<file path="config.mk">
export PLATFORM = sky130hd
export DESIGN_NAME = ptivm_top
export DESIGN_NICKNAME = d
export VERILOG_FILES = /design/src/ptivm_pkg.sv /design/src/ptivm_msix_arb.sv /design/src/ptivm_top.sv /design/src/ptivm_vec_table.sv
export SDC_FILE = /design/constraint.sdc
export NUM_CORES = 1
export LEC_CHECK = 0
export ABC_AREA = 1
export BUFFER_PORTS_ARGS = -buffer_cell sky130_fd_sc_hd__buf_2
export CORE_MARGIN = 5
export CORE_UTILIZATION = 45
export CTS_BUF_LIST = sky130_fd_sc_hd__clkbuf_4 sky130_fd_sc_hd__clkbuf_8
export DETAILED_ROUTE_END_ITERATION = 6
export PLACE_DENSITY_LB_ADDON = 0.12
export SYNTH_ARGS = -nofsm -noshare
export SYNTH_HDL_FRONTEND = slang
export SYNTH_HIERARCHICAL = 1
export SYNTH_SLANG_ARGS = --single-unit
</file>
<file path="constraint.sdc">
create_clock -name core_clk_i -period 16.4 [get_ports core_clk_i]
set_clock_uncertainty 0.1 [all_clocks]
set_input_delay 2.46 -clock core_clk_i [delete_from_list [all_inputs] [get_ports core_clk_i]]
set_output_delay 2.46 -clock core_clk_i [all_outputs]
set_load 0.01 [all_outputs]
</file>
<file path="src/ptivm_pkg.sv">
// Package of constants and helpers for the PCI transport interrupt vector map.
`default_nettype none
package ptivm_pkg;

  // ****************************************************************
  // Sizes
  // ****************************************************************
  localparam int          NUM_Q         = 4;
  localparam int          QW            = 2;
  localparam int          NUM_SRC       = NUM_Q + 1;
  localparam int          SRC_W         = 3;
  localparam int          ADR_W         = 8;
  localparam int          VEC_W         = 16;
  localparam logic [15:0] UNMAPPED_VECTOR_CODE = 16'hffff;
  localparam logic [15:0] MSIX_TBL_ENTRIES     = 16'h0008;
  localparam logic [15:0] QSIZE_MAX            = 16'h0100;
  localparam logic [31:0] DEV_FEATURES         = 32'h0000_0000;
  localparam logic [15:0] QUEUE_PAGE_BYTES     = 16'h1000;

  // ****************************************************************
  // Register indices; the byte address is four times the index
  // ****************************************************************
  localparam logic [5:0] IDX_DEV_FEAT   = 6'h00;
  localparam logic [5:0] IDX_DRV_FEAT   = 6'h04;
  localparam logic [5:0] IDX_Q_ADDR     = 6'h08;
  localparam logic [5:0] IDX_Q_SIZE     = 6'h0c;
  localparam logic [5:0] IDX_Q_SEL      = 6'h0e;
  localparam logic [5:0] IDX_Q_NOTIFY   = 6'h10;
  localparam logic [5:0] IDX_DEV_STATUS = 6'h12;
  localparam logic [5:0] IDX_ISR        = 6'h13;
  localparam logic [5:0] IDX_CFG_VEC    = 6'h14;
  localparam logic [5:0] IDX_Q_VEC      = 6'h16;
  localparam logic [5:0] IDX_CTRL       = 6'h18;

  // ****************************************************************
  // Field positions
  // ****************************************************************
  localparam int CTRL_MSIX_EN   = 0;
  localparam int CTRL_INTX_MASK = 1;
  localparam int CTRL_NT_GUARD  = 2;
  localparam int CTRL_LEGACY    = 3;
  localparam int CTRL_W         = 4;
  localparam int CTRL_INTSTAT   = 8;
  localparam int CTRL_DEAD      = 9;
  localparam int CTRL_TSIZE_LSB = 16;
  localparam int ISR_QUEUE      = 0;
  localparam int ISR_CFG        = 1;
  localparam logic [3:0] SEL_LOW_BYTE = 4'h1;

  // Byte-lane merge of a write into a stored word.
  function automatic logic [31:0] ptivm_merge(input logic [31:0] old_v, input logic [31:0] new_v,
                                              input logic [3:0] sel);
    logic [31:0] res;
    res = old_v;
    for (int i = 0; i < 4; i++) begin
      if (sel[i]) begin
        res[i*8 +: 8] = new_v[i*8 +: 8];
      end
    end
    return res;
  endfunction : ptivm_merge

endpackage : ptivm_pkg
`default_nettype wire

</file>
<file path="src/ptivm_msix_arb.sv">
// Pending MSI-X events and the one-at-a-time message request.
`timescale 1ns/1ps
`default_nettype none
module ptivm_msix_arb
  import ptivm_pkg::*;
(
  input  wire logic                            clk_i,
  input  wire logic                            rst_n_i,
  input  wire logic                            clr_i,
  input  wire logic [ptivm_pkg::NUM_SRC-1:0]   evt_i,
  input  wire logic [ptivm_pkg::NUM_SRC*16-1:0] vec_flat_i,
  input  wire logic                            ack_i,
  output logic                                 req_o,
  output logic [15:0]                          vec_o
);
  import ptivm_pkg::*;

  logic [NUM_SRC-1:0] pend_q;
  logic [NUM_SRC-1:0] mapped;
  logic [NUM_SRC-1:0] grant_1h;
  logic [15:0]        grant_vec;
  logic               req_q;
  logic [15:0]        vec_q;
  logic               take;

  always_comb begin
    for (int i = 0; i < NUM_SRC; i++) begin
      mapped[i] = vec_flat_i[i*16 +: 16] != UNMAPPED_VECTOR_CODE;
    end
  end

  // Lowest source wins; the configuration event is source zero.
  always_comb begin
    logic found;
    found     = 1'b0;
    grant_1h  = '0;
    grant_vec = UNMAPPED_VECTOR_CODE;
    for (int i = 0; i < NUM_SRC; i++) begin
      if (!found && pend_q[i] && mapped[i]) begin
        found       = 1'b1;
        grant_1h[i] = 1'b1;
        grant_vec   = vec_flat_i[i*16 +: 16];
      end
    end
  end

  assign take = !req_q && (grant_1h != '0);

  always_ff @(posedge clk_i or negedge rst_n_i) begin
    if (!rst_n_i) begin
      pend_q <= '0;
      req_q  <= 1'b0;
      vec_q  <= UNMAPPED_VECTOR_CODE;
    end else begin
      // An unmapped event is dropped; a new event wins over the grant clear.
      pend_q <= clr_i ? '0 : (((pend_q & mapped) & ~(take ? grant_1h : '0)) | (evt_i & mapped));
      if (clr_i || (req_q && ack_i)) begin
        req_q <= 1'b0;
      end else if (take) begin
        req_q <= 1'b1;
        vec_q <= grant_vec;
      end
    end
  end

  assign req_o = req_q;
  assign vec_o = vec_q;

endmodule : ptivm_msix_arb
`default_nettype wire

</file>
<file path="src/ptivm_top.sv">
// PCI transport interrupt vector map with legacy layout registers on a Wishbone slave.
//
// Function
// - With guard set, low-byte zero write at index 18 kills the device until reset.
// - Legacy register layout is reachable at its own indices beside the own registers; here legacy is only a control bit on the same indices.
// - With MSI-X enabled events go only through vectors, never the cause byte.
// - Vectors 0 to table end map an event; all ones unmaps it.
// - Table holds a modest count of entries, reported as size minus one.
// - Any event may map to any valid vector, and any may unmap.
// - Reading a vector field returns the current mapping or the unmapped code; here it reads zero while MSI-X is off.
// - Reset, hard or soft, unmaps the configuration and every queue event.
// - A refused mapping reads back as the unmapped code.
// - Queue select picks a queue; size zero means absent; smaller size accepted.
// - Legacy mode keeps page frame addresses and refuses queue size changes.
// - A write of a queue index to the notify field kicks that queue.
// - Without MSI-X a queue event sets cause bit zero, then the line.
// - With MSI-X a queue event sends its mapped vector, or nothing.
// - Without MSI-X a config change sets cause bit one, then the line.
// - With MSI-X a config change sends its mapped vector, or nothing.
// - Both causes may be pending together behind one line interrupt.
// - Reading the cause byte returns it, clears it and drops the line.
// - Interrupt status is the OR of cause bits, held low at intx_status_o with MSI-X on; the line obeys its mask.
//
// Local design decisions: the register addresses and the Wishbone register port.
`timescale 1ns/1ps
`default_nettype none
module ptivm_top
  import ptivm_pkg::*;
(
  input  wire logic                          core_clk_i,
  input  wire logic                          arst_n_i,
  input  wire logic                          wb_cyc_i,
  input  wire logic                          wb_stb_i,
  input  wire logic                          wb_we_i,
  input  wire logic [ptivm_pkg::ADR_W-1:0]   wb_adr_i,
  input  wire logic [3:0]                    wb_sel_i,
  input  wire logic [31:0]                   wb_dat_i,
  output logic [31:0]                        wb_dat_o,
  output logic                               wb_ack_o,
  input  wire logic                          cfg_evt_i,
  input  wire logic [ptivm_pkg::NUM_Q-1:0]   queue_evt_i,
  output logic                               kick_o,
  output logic [15:0]                        kick_qidx_o,
  output logic                               irq_line_o,
  output logic                               intx_status_o,
  output logic                               msix_req_o,
  output logic [15:0]                        msix_vec_o,
  input  wire logic                          msix_ack_i,
  output logic [7:0]                         device_status_o,
  output logic                               dead_o
);
  import ptivm_pkg::*;

  // ****************************************************************
  // Reset release
  // ****************************************************************
  logic rst_s1_q;
  logic rst_n;

  // Reset asserts at once but leaves on the clock, so no flop sees a half-released reset.
  always_ff @(posedge core_clk_i or negedge arst_n_i) begin
    if (!arst_n_i) begin
      rst_s1_q <= 1'b0;
      rst_n    <= 1'b0;
    end else begin
      rst_s1_q <= 1'b1;
      rst_n    <= rst_s1_q;
    end
  end

  // ****************************************************************
  // State
  // ****************************************************************
  logic                 ack_q;
  logic [31:0]          dat_q;
  logic [31:0]          drv_feat_q;
  logic [15:0]          qsel_q;
  logic [15:0]          qsize_q [NUM_Q];
  logic [31:0]          qaddr_q [NUM_Q];
  logic [7:0]           status_q;
  logic [1:0]           isr_q;
  logic [CTRL_W-1:0]    ctrl_q;
  logic                 dead_q;
  logic                 kick_q;
  logic [15:0]          kick_idx_q;
  logic                 line_q;

  // ****************************************************************
  // Bus decode
  // ****************************************************************
  wire        req      = wb_cyc_i && wb_stb_i && !ack_q;
  wire        wr       = req && wb_we_i;
  wire        rd       = req && !wb_we_i;
  wire        wr_live  = wr && !dead_q;
  wire [5:0]  idx      = wb_adr_i[ADR_W-1:2];
  wire        hit_dfeat  = idx == IDX_DEV_FEAT;
  wire        hit_drvft  = idx == IDX_DRV_FEAT;
  wire        hit_qaddr  = idx == IDX_Q_ADDR;
  wire        hit_qsize  = idx == IDX_Q_SIZE;
  wire        hit_qsel   = idx == IDX_Q_SEL;
  wire        hit_notify = idx == IDX_Q_NOTIFY;
  wire        hit_status = idx == IDX_DEV_STATUS;
  wire        hit_isr    = idx == IDX_ISR;
  wire        hit_cfgvec = idx == IDX_CFG_VEC;
  wire        hit_qvec   = idx == IDX_Q_VEC;
  wire        hit_ctrl   = idx == IDX_CTRL;

  wire        msix_en  = ctrl_q[CTRL_MSIX_EN];
  wire        legacy   = ctrl_q[CTRL_LEGACY];
  wire        qsel_ok  = qsel_q < 16'(NUM_Q);
  wire [QW-1:0] qi     = qsel_q[QW-1:0];

  // ****************************************************************
  // Write data merged with current contents
  // ****************************************************************
  logic [NUM_SRC*16-1:0] vec_flat;
  wire [15:0] cfg_vec   = vec_flat[15:0];
  wire [15:0] q_vec     = qsel_ok ? vec_flat[(32'(qi) + 1) * 16 +: 16] : UNMAPPED_VECTOR_CODE;
  wire [15:0] cur_qsize = qsel_ok ? qsize_q[qi] : 16'h0000;
  wire [31:0] cur_qaddr = qsel_ok ? qaddr_q[qi] : 32'h0000_0000;
  // A function result cannot be sliced in place, so each merge lands on a full word first.
  wire [31:0] mg_qsize  = ptivm_merge({16'h0000, cur_qsize}, wb_dat_i, wb_sel_i);
  wire [31:0] m_qaddr   = ptivm_merge(cur_qaddr, wb_dat_i, wb_sel_i);
  wire [31:0] mg_qsel   = ptivm_merge({16'h0000, qsel_q}, wb_dat_i, wb_sel_i);
  wire [31:0] mg_notify = ptivm_merge(32'h0000_0000, wb_dat_i, wb_sel_i);
  wire [31:0] mg_status = ptivm_merge({24'h000000, status_q}, wb_dat_i, wb_sel_i);
  wire [31:0] mg_cfgvec = ptivm_merge({16'h0000, cfg_vec}, wb_dat_i, wb_sel_i);
  wire [31:0] mg_qvec   = ptivm_merge({16'h0000, q_vec}, wb_dat_i, wb_sel_i);
  wire [31:0] m_ctrl    = ptivm_merge({28'h0000000, ctrl_q}, wb_dat_i, wb_sel_i);
  wire [15:0] m_qsize   = mg_qsize[15:0];
  wire [15:0] m_qsel    = mg_qsel[15:0];
  wire [15:0] m_notify  = mg_notify[15:0];
  wire [7:0]  m_status  = mg_status[7:0];
  wire [15:0] m_cfgvec  = mg_cfgvec[15:0];
  wire [15:0] m_qvec    = mg_qvec[15:0];

  // Only an exact single low-byte zero write trips the guard, as an old driver would do it.
  wire kill      = wr_live && hit_status && ctrl_q[CTRL_NT_GUARD] && (wb_sel_i == SEL_LOW_BYTE)
                   && (wb_dat_i[7:0] == 8'h00);
  wire soft_rst  = wr_live && hit_status && !kill && (m_status == 8'h00);
  wire qsize_ok  = !legacy && qsel_ok && (m_qsize != 16'h0000) && (m_qsize <= QSIZE_MAX);
  wire vec_wr    = wr_live && msix_en && (hit_cfgvec || (hit_qvec && qsel_ok));
  wire [SRC_W-1:0] vec_src = hit_cfgvec ? SRC_W'(0) : SRC_W'(qi) + SRC_W'(1);
  wire [15:0] vec_val  = hit_cfgvec ? m_cfgvec : m_qvec;
  wire notify_ok = wr_live && hit_notify && (m_notify < 16'(NUM_Q));

  // ****************************************************************
  // Interrupt cause byte
  // ****************************************************************
  wire        isr_clr  = rd && hit_isr && !dead_q;
  wire [1:0]  isr_set  = (msix_en || dead_q) ? 2'b00 : {cfg_evt_i, |queue_evt_i};
  wire [1:0]  isr_d    = ((isr_clr || soft_rst) ? 2'b00 : isr_q) | isr_set;

  // ****************************************************************
  // Read data
  // ****************************************************************
  wire [31:0] ctrl_rd = {5'h00, (MSIX_TBL_ENTRIES[10:0] - 11'h001), 6'h00, dead_q, (|isr_q),
                         4'h0, ctrl_q};
  wire [31:0] rd_mux =
      dead_q     ? 32'h0000_0000 :
      hit_dfeat  ? DEV_FEATURES :
      hit_drvft  ? drv_feat_q :
      hit_qaddr  ? cur_qaddr :
      hit_qsize  ? {16'h0000, cur_qsize} :
      hit_qsel   ? {16'h0000, qsel_q} :
      hit_status ? {24'h000000, status_q} :
      hit_isr    ? {30'h00000000, isr_q} :
      (hit_cfgvec && msix_en) ? {16'h0000, cfg_vec} :
      (hit_qvec && msix_en)   ? {16'h0000, q_vec} :
      hit_ctrl   ? ctrl_rd : 32'h0000_0000;

  // ****************************************************************
  // Bus slave
  // ****************************************************************
  // Answer one cycle after the request is taken; unmapped indices read zero.
  always_ff @(posedge core_clk_i or negedge rst_n) begin
    if (!rst_n) begin
      ack_q <= 1'b0;
      dat_q <= 32'h0000_0000;
    end else begin
      ack_q <= req;
      if (rd) begin
        dat_q <= rd_mux;
      end
    end
  end

  // ****************************************************************
  // Registers
  // ****************************************************************
  always_ff @(posedge core_clk_i or negedge rst_n) begin
    if (!rst_n) begin
      drv_feat_q <= 32'h0000_0000;
      qsel_q     <= 16'h0000;
      status_q   <= 8'h00;
      ctrl_q     <= '0;
      dead_q     <= 1'b0;
      isr_q      <= 2'b00;
      for (int i = 0; i < NUM_Q; i++) begin
        qsize_q[i] <= QSIZE_MAX;
        qaddr_q[i] <= 32'h0000_0000;
      end
    end else begin
      isr_q <= isr_d;
      if (kill) begin
        dead_q <= 1'b1;
      end
      if (soft_rst) begin
        drv_feat_q <= 32'h0000_0000;
        qsel_q     <= 16'h0000;
        status_q   <= 8'h00;
        for (int i = 0; i < NUM_Q; i++) begin
          qsize_q[i] <= QSIZE_MAX;
          qaddr_q[i] <= 32'h0000_0000;
        end
      end else if (wr_live && !kill) begin
        if (hit_drvft) begin
          drv_feat_q <= ptivm_merge(drv_feat_q, wb_dat_i, wb_sel_i);
        end
        if (hit_qsel) begin
          qsel_q <= m_qsel;
        end
        if (hit_qaddr && qsel_ok) begin
          qaddr_q[qi] <= m_qaddr;
        end
        if (hit_qsize && qsize_ok) begin
          qsize_q[qi] <= m_qsize;
        end
        if (hit_status) begin
          status_q <= m_status;
        end
        if (hit_ctrl) begin
          ctrl_q <= m_ctrl[CTRL_W-1:0];
        end
      end
    end
  end

  // ****************************************************************
  // Kick and line interrupt
  // ****************************************************************
  // The line follows the cause byte one cycle later, so the bit is always set first.
  always_ff @(posedge core_clk_i or negedge rst_n) begin
    if (!rst_n) begin
      kick_q     <= 1'b0;
      kick_idx_q <= 16'h0000;
      line_q     <= 1'b0;
    end else begin
      kick_q <= notify_ok;
      if (notify_ok) begin
        kick_idx_q <= m_notify;
      end
      line_q <= !msix_en && (|isr_q) && !ctrl_q[CTRL_INTX_MASK];
    end
  end

  // ****************************************************************
  // Vector table and MSI-X requests
  // ****************************************************************
  ptivm_vec_table u_vec_table (
    .clk_i      (core_clk_i),
    .rst_n_i    (rst_n),
    .soft_clr_i (soft_rst),
    .wr_i       (vec_wr),
    .wr_src_i   (vec_src),
    .wr_val_i   (vec_val),
    .vec_flat_o (vec_flat)
  );

  wire [NUM_SRC-1:0] msix_evt = (msix_en && !dead_q) ? {queue_evt_i, cfg_evt_i} : '0;

  ptivm_msix_arb u_msix_arb (
    .clk_i      (core_clk_i),
    .rst_n_i    (rst_n),
    .clr_i      (!msix_en || dead_q || soft_rst),
    .evt_i      (msix_evt),
    .vec_flat_i (vec_flat),
    .ack_i      (msix_ack_i),
    .req_o      (msix_req_o),
    .vec_o      (msix_vec_o)
  );

  assign wb_ack_o        = ack_q;
  assign wb_dat_o        = dat_q;
  assign kick_o          = kick_q;
  assign kick_qidx_o     = kick_idx_q;
  assign irq_line_o      = line_q;
  assign intx_status_o   = !msix_en && (|isr_q);
  assign device_status_o = status_q;
  assign dead_o          = dead_q;
endmodule : ptivm_top
`default_nettype wire

</file>
<file path="src/ptivm_vec_table.sv">
// Vector mapping store for the configuration event and every queue event.
`timescale 1ns/1ps
`default_nettype none
module ptivm_vec_table
  import ptivm_pkg::*;
(
  input  wire logic                            clk_i,
  input  wire logic                            rst_n_i,
  input  wire logic                            soft_clr_i,
  input  wire logic                            wr_i,
  input  wire logic [ptivm_pkg::SRC_W-1:0]     wr_src_i,
  input  wire logic [15:0]                     wr_val_i,
  output logic [ptivm_pkg::NUM_SRC*16-1:0]     vec_flat_o
);
  import ptivm_pkg::*;

  logic [15:0] vec_q [NUM_SRC];
  logic        accept;

  // A vector outside the table cannot be honoured, so it is stored as unmapped.
  assign accept = (wr_val_i < MSIX_TBL_ENTRIES) || (wr_val_i == UNMAPPED_VECTOR_CODE);

  always_ff @(posedge clk_i or negedge rst_n_i) begin
    if (!rst_n_i) begin
      for (int i = 0; i < NUM_SRC; i++) begin
        vec_q[i] <= UNMAPPED_VECTOR_CODE;
      end
    end else if (soft_clr_i) begin
      for (int i = 0; i < NUM_SRC; i++) begin
        vec_q[i] <= UNMAPPED_VECTOR_CODE;
      end
    end else if (wr_i) begin
      vec_q[wr_src_i] <= accept ? wr_val_i : UNMAPPED_VECTOR_CODE;
    end
  end

  always_comb begin
    for (int i = 0; i < NUM_SRC; i++) begin
      vec_flat_o[i*16 +: 16] = vec_q[i];
    end
  end

endmodule : ptivm_vec_table
`default_nettype wire
</file>
# == Yosys cells after proc, flatten, opt, wreduce, memory -nomap -nowiden ==
# Cells that the tools add are included.
# Widths: inputs -> output; s select.
# totals
ff_bits,410
input_bits,55
out_inout_bits,78
wordCells,248
# classes
addsub,2
n_lt_le_gt_ge,8
eq_ne,17
n_shift,1
n_mux,86
bitwise,10
n_reduce_logical,91
# ops
cell,n
$mux 128,3
$mux 32,11
$mux 16,16
$mux 64,3
$mux 8,20
$mux 80,2
$mux 19,7
$bwmux 128,1
$bwmux 80,1
$ne 16x16->1 const B,5
$shiftx 80x8->16,1
$bmux 32 s2,1
$bwmux 64,1
$demux 32 s2,1
$demux 16 s3,1
$logic_and 1x1->1,42
$eq 6x5->1 const B,6
$bmux 16 s2,1
$demux 16 s2,1
$lt 16x3->1 const B,2
$reduce_bool 2->1,12
$eq 6x4->1 const B,3
$reduce_and 3->1,6
$eq 16x16->1 const B,1
other kinds (30),67

# == Logic depth before layout (Yosys ltp) ==
# depth
depth_word,26
mapped_depth,20
depth_no_buf,17

# == Cells and area by module ==
# The synthesis kept the hierarchy.
# by_module_without_submodules
mod,n_inst,cells_each,area_each_um2,seq_area_each_um2
ptivm_top,1,2069,16007.9,7712.4
ptivm_vec_table,1,340,3298.2,2102.0
ptivm_msix_arb,1,331,1921.8,570.5

# == Worst setup path before layout ==
# No wires, ideal clock.
# synth_timing
kind,input port to flip-flop
startpoint,input wb_sel_i[2]
endpoint,register u_msix_arb.vec_q[10] (netlist: u_msix_arb/vec_o[10])
setup_time_ps,60
t_arrival_ps,4569
required_ps,16240
slack_ps,11670
path_stages,18
path_buffers,3
cell_sequence,clkbuf_1 -> nor2_1 -> nand4_1 -> nor2_1 -> nand2_1 -> nand2_2 -> inv_2 -> nand2_2 -> nor2_8 -> inv_2 -> buf_2 -> nand2_1 -> a21oi_1 -> nand3_4 -> buf_6 -> nor2_1 -> nand2_1 -> nand2_1
# synth_between
elab_chain_len,10
# synth_lines
item,line_no,source
start: declaration,ptivm_top.sv:36,"input wire logic [3:0] wb_sel_i,"
$eq 4x1->1,ptivm_top.sv:138,wire kill = wr_live && hit_status && ctrl_q[CTRL_NT_GUARD] && (wb_sel_i == SEL_LOW_BYTE)
$logic_and 1x1->1,ptivm_top.sv:138,
$logic_and 1x1->1,ptivm_top.sv:139,&& (wb_dat_i[7:0] == 8'h00);
$logic_not 1->1,ptivm_top.sv:140,wire soft_rst = wr_live && hit_status && !kill && (m_status == 8'h00);
$logic_and 1x1->1 (2 in a row),ptivm_top.sv:140,
$logic_or 1x1->1,ptivm_top.sv:275,".clr_i (!msix_en || dead_q || soft_rst),"
$logic_or 1x1->1,ptivm_msix_arb.sv:57,if (clr_i || (req_q && ack_i)) begin
$not 1->1 (no line),-,
$reduce_and 2->1 (no line),-,
end signal: assignment,ptivm_msix_arb.sv:61,vec_q <= grant_vec;
end: declaration,ptivm_msix_arb.sv:23,logic [15:0] vec_q;
# No other way between the ends.
# A chain may end at the register's enable or synchronous reset.

# == Worst setup path after layout ==
# layout_timing
startpoint,input wb_sel_i[1]
endpoint,register u_vec_table.vec_q (netlist bit u_vec_table/vec_flat_o[21])
# layout_between
word_cells_on_any_way,17
# layout_rtl
item,line_no,source
$eq 4x1->1 (*),ptivm_top.sv:138,
$logic_and 1x1->1 (*),ptivm_top.sv:138,
$logic_and 1x1->1 (*),ptivm_top.sv:139,
$logic_not 1->1 (*),ptivm_top.sv:140,
$logic_and 1x1->1 (*) (2 in a row),ptivm_top.sv:140,
named net soft_rst,ptivm_top.sv:140,
$mux 80 or $reduce_bool 2->1 (tied branches),-,
end signal: indexed assignment,ptivm_vec_table.sv:33,vec_q[wr_src_i] <= accept ? wr_val_i : UNMAPPED_VECTOR_CODE;
end: declaration,ptivm_vec_table.sv:17,logic [15:0] vec_q [NUM_SRC];
# The timed path passes the listed nets; every way through them passes the cells marked *. The select of a mux whose other input is x is not followed.

==> run metrics <==
status=complete, no violations; vias per inst=5.65; initial antenna violation count=0; Synth Flop Type=dfrtp_1; fillcell total=4664; final net count=2875; Top Ports=133; wire length per cell=20.4 µm; Area contributors post-synth=dfrtp_1 (37%), dfstp_2 (12%), nand2_1 (11%); fin. max-slew vios=0; CP endpoint kind=register; Netlist cell types=53; setup violators final=0; final setup TNS=0 ns; root buf cell=clkbuf_8; flops & latches, synth=410; Die X=227 µm; vias after detailed routing=19600; ratio of cells with drive above 1 in the final layout=0.162; Synth Cell Area=21200 µm²; total CTS buffers=73; hold buffers post-CTS=0; RSZ-0062 raised after global routing=no; Finished Core Util=0.509; cells after synthesis=2740; crit path time final=6.17 ns; final WL=70.9 mm; max_slew headroom=0.201; critical path class=in2reg; drt drc=0; Power Density=90.1 nW/µm²; num rows=79; pin count of the biggest net entering global routing=189; Core Area=46700 µm²; RD Place Congestion=0.987; vias in the first global route=18900; syn nets=2799; Worst Path Required=16.88 ns; R2R setup slack=11.62 ns; initial drt markers=2066; post-CTS setup buffer count=0; Slew @ Worst Pin=1.20 ns; dpl hpwl=46.2 mm; period utilisation layout=0.376; Port Buffers=130; total global routing overflow=0; Final Hold Viols=0; Reg clk slew, reported paths=0.06 ns; ant diodes=0; syn_area_per_cell=7.75 µm²; clock latency at the later pin of the worst-skew pair=0.66 ns; EDFF count, synth=0; yosys warns=6; CTS tree=done; cts repair resizes=0; Layout area overhead=11.8%; Clock H-tree levels=3; Worst R2R Path Depth=14; area fraction of the dominant cell type after synthesis=0.365; FF-to-FF End=qsize_q[46]$_DFFE_PN0P_; total of max-cap violations=0; initial core utilization=0.455; Worst setup SP type=primary input; register area share after synthesis=0.489; post-route ant nets=0; maximum clock path buffer count=3; largest area contributor in the netlist=dfrtp_1; die area=51600 µm²; most numerous cell in the Yosys netlist=nand2_1; Hold Path Class=reg2async; worst-path maximum fanout=86; Fmax=162 MHz; commonest cells in the netlist=nand2_1 (598), nor2_1 (324), dfrtp_1 (310), inv_1 (278), o21ai_0 (238); First-pass DRT Iterations=5; chip height=227 µm; Worst R2R Start=qsel_q[0]$_DFFE_PN0P_; Tot GR Track Use=0.272; Async S/R FF share, synth=1.00; Worst Path Arrival=6.65 ns; first-pass GRT wire length=110 mm; Worst IR Drop VDD=58.1 µV; Static Leakage=0.0119 µW; Num Clock Sinks=410
metal layers:
metal | wire [µm] | up-vias | GRT usage
met5 | 0 | - | 0
li1 | - | 9173 | -
met4 | 2560 | 0 | 0.0999
met1 | 30700 | 9504 | 0.380
met2 | 32400 | 814 | 0.424
met3 | 5220 | 149 | 0.0556
worst max-delay path by stage:
stage	from	to	slack, ns	depth (start not counted)
after floorplan	rst_n$_DFF_PN0_	ctrl_q[0]$_DFFE_PN0P_	4.20	0
after global placement	wb_sel_i[1]	u_vec_table/vec_flat_o[67]$_DFFE_PN1P_	9.79	12
after detailed placement	wb_sel_i[1]	u_vec_table/vec_flat_o[71]$_DFFE_PN1P_	9.72	12
after CTS	wb_sel_i[1]	u_vec_table/vec_flat_o[59]$_DFFE_PN1P_	10.41	12
after global routing	wb_sel_i[1]	u_vec_table/vec_flat_o[11]$_DFFE_PN1P_	9.88	12
final	wb_sel_i[1]	u_vec_table/vec_flat_o[21]$_DFFE_PN1P_	10.23	12
logic make-up (layout without fill, tap and decap cells):
logic type,count (synthesis),in the layout,share of synthesized area
buffers and inverters,445,576,0.0869
flip-flops,410,410,0.489
adder cells (fa/ha/maj),4,4,0.00236
other,1,1,0.000177
AND/OR/NAND/NOR,1174,1174,0.236
AO/OA/AOI/OAI,706,706,0.185
worst max-delay path, cell delays in order:
cell and delay [ns]:
buf_2 0.33, inv_1 0.49, nand4_1 0.26, nor2_1 0.09, nor3_1 0.83, nand3_1 0.53, inv_2 0.13, buf_4 0.72
inv_1 0.33, nand2_1 0.17, nor2_2 0.13, nor2_1 0.15
area by class of cell:
| cell class | instances | area [µm²] | area share |
|---|---|---|---|
| multi-input cells | 1885 | 9010 | 0.380 |
| flip-flops and latches | 410 | 10400 | 0.438 |
| clock inverters | 7 | 90.1 | 0.00380 |
| well taps | 607 | 759 | 0.0320 |
| inverters | 295 | 1110 | 0.0468 |
| repair buffers | 151 | 821 | 0.0346 |
| clock buffers | 123 | 1540 | 0.0648 |
through the flow:
| step | cells | cell area [µm²] | power, µW | setup WS, ns | hold WS (ns) |
|---|---|---|---|---|---|
| 2_1_floorplan | 2740 | 21200 | 1080 | 4.20 | 0.231 |
| 3_3_place_gp | 3348 | 22100 | 1110 | 9.79 | 0.240 |
| 3_5_place_dp | 3348 | 22100 | 1110 | 9.72 | 0.240 |
| 4_1_cts | 3478 | 23700 | 2160 | 10.41 | 0.258 |
| 5_1_grt | 3478 | 23700 | 2220 | 9.88 | 0.270 |
| 6_report | 3478 | 23700 | 2140 | 10.23 | 0.243 |
power breakdown:
part	total, µW	internal (µW)	switching [µW]	leakage (µW)
clock network	1050	618	427	0.000860
registers	1020	1010	2.30	0.00470
logic	75.4	15.9	59.5	0.00633
total	2140	1650	488	0.0119
placed cells by master, fill, tap and decap left out, types with 4 or more instances in the layout:
cell type	count
clkbuf_8	98
o21ai_1	148
clkbuf_4	25
ha_1	4
nand2_1	595
inv_2	12
nor2_4	9
a22oi_1	7
nor2_1	323
o221ai_1	6
o31ai_1	5
nor3_1	85
nand2_2	9
clkinv_1	5
inv_1	276
dfrtp_1	307
buf_2	130
buf_4	20
nand4_1	17
nand3_2	4
nand2_4	7
o21ai_0	238
clkinv_2	5
nand3b_1	5
nand3_1	87
o22ai_1	93
o211ai_1	8
nor4_1	4
a21oi_1	142
nor2_2	14
or2_2	5
a22o_1	13
dfstp_2	100
o21a_1	19
o2111ai_1	9
a31oi_1	4
state kept, by name, indices dropped and copies added, names as in the netlist:
name,count
drv_feat_q,32
rst_s1_q,1
u_msix_arb/vec_o,16
u_vec_table/vec_flat_o,80
u_msix_arb/req_o,1
rst_n,1
kick_qidx_o,16
isr_q,2
wb_dat_o,32
qsize_q,64
irq_line_o,1
qsel_q,16
ctrl_q,4
u_msix_arb/pend_q,5
device_status_o,8
qaddr_q,128
wb_ack_o,1
kick_o,1
dead_o,1
(Power assumes the default switching activity.)
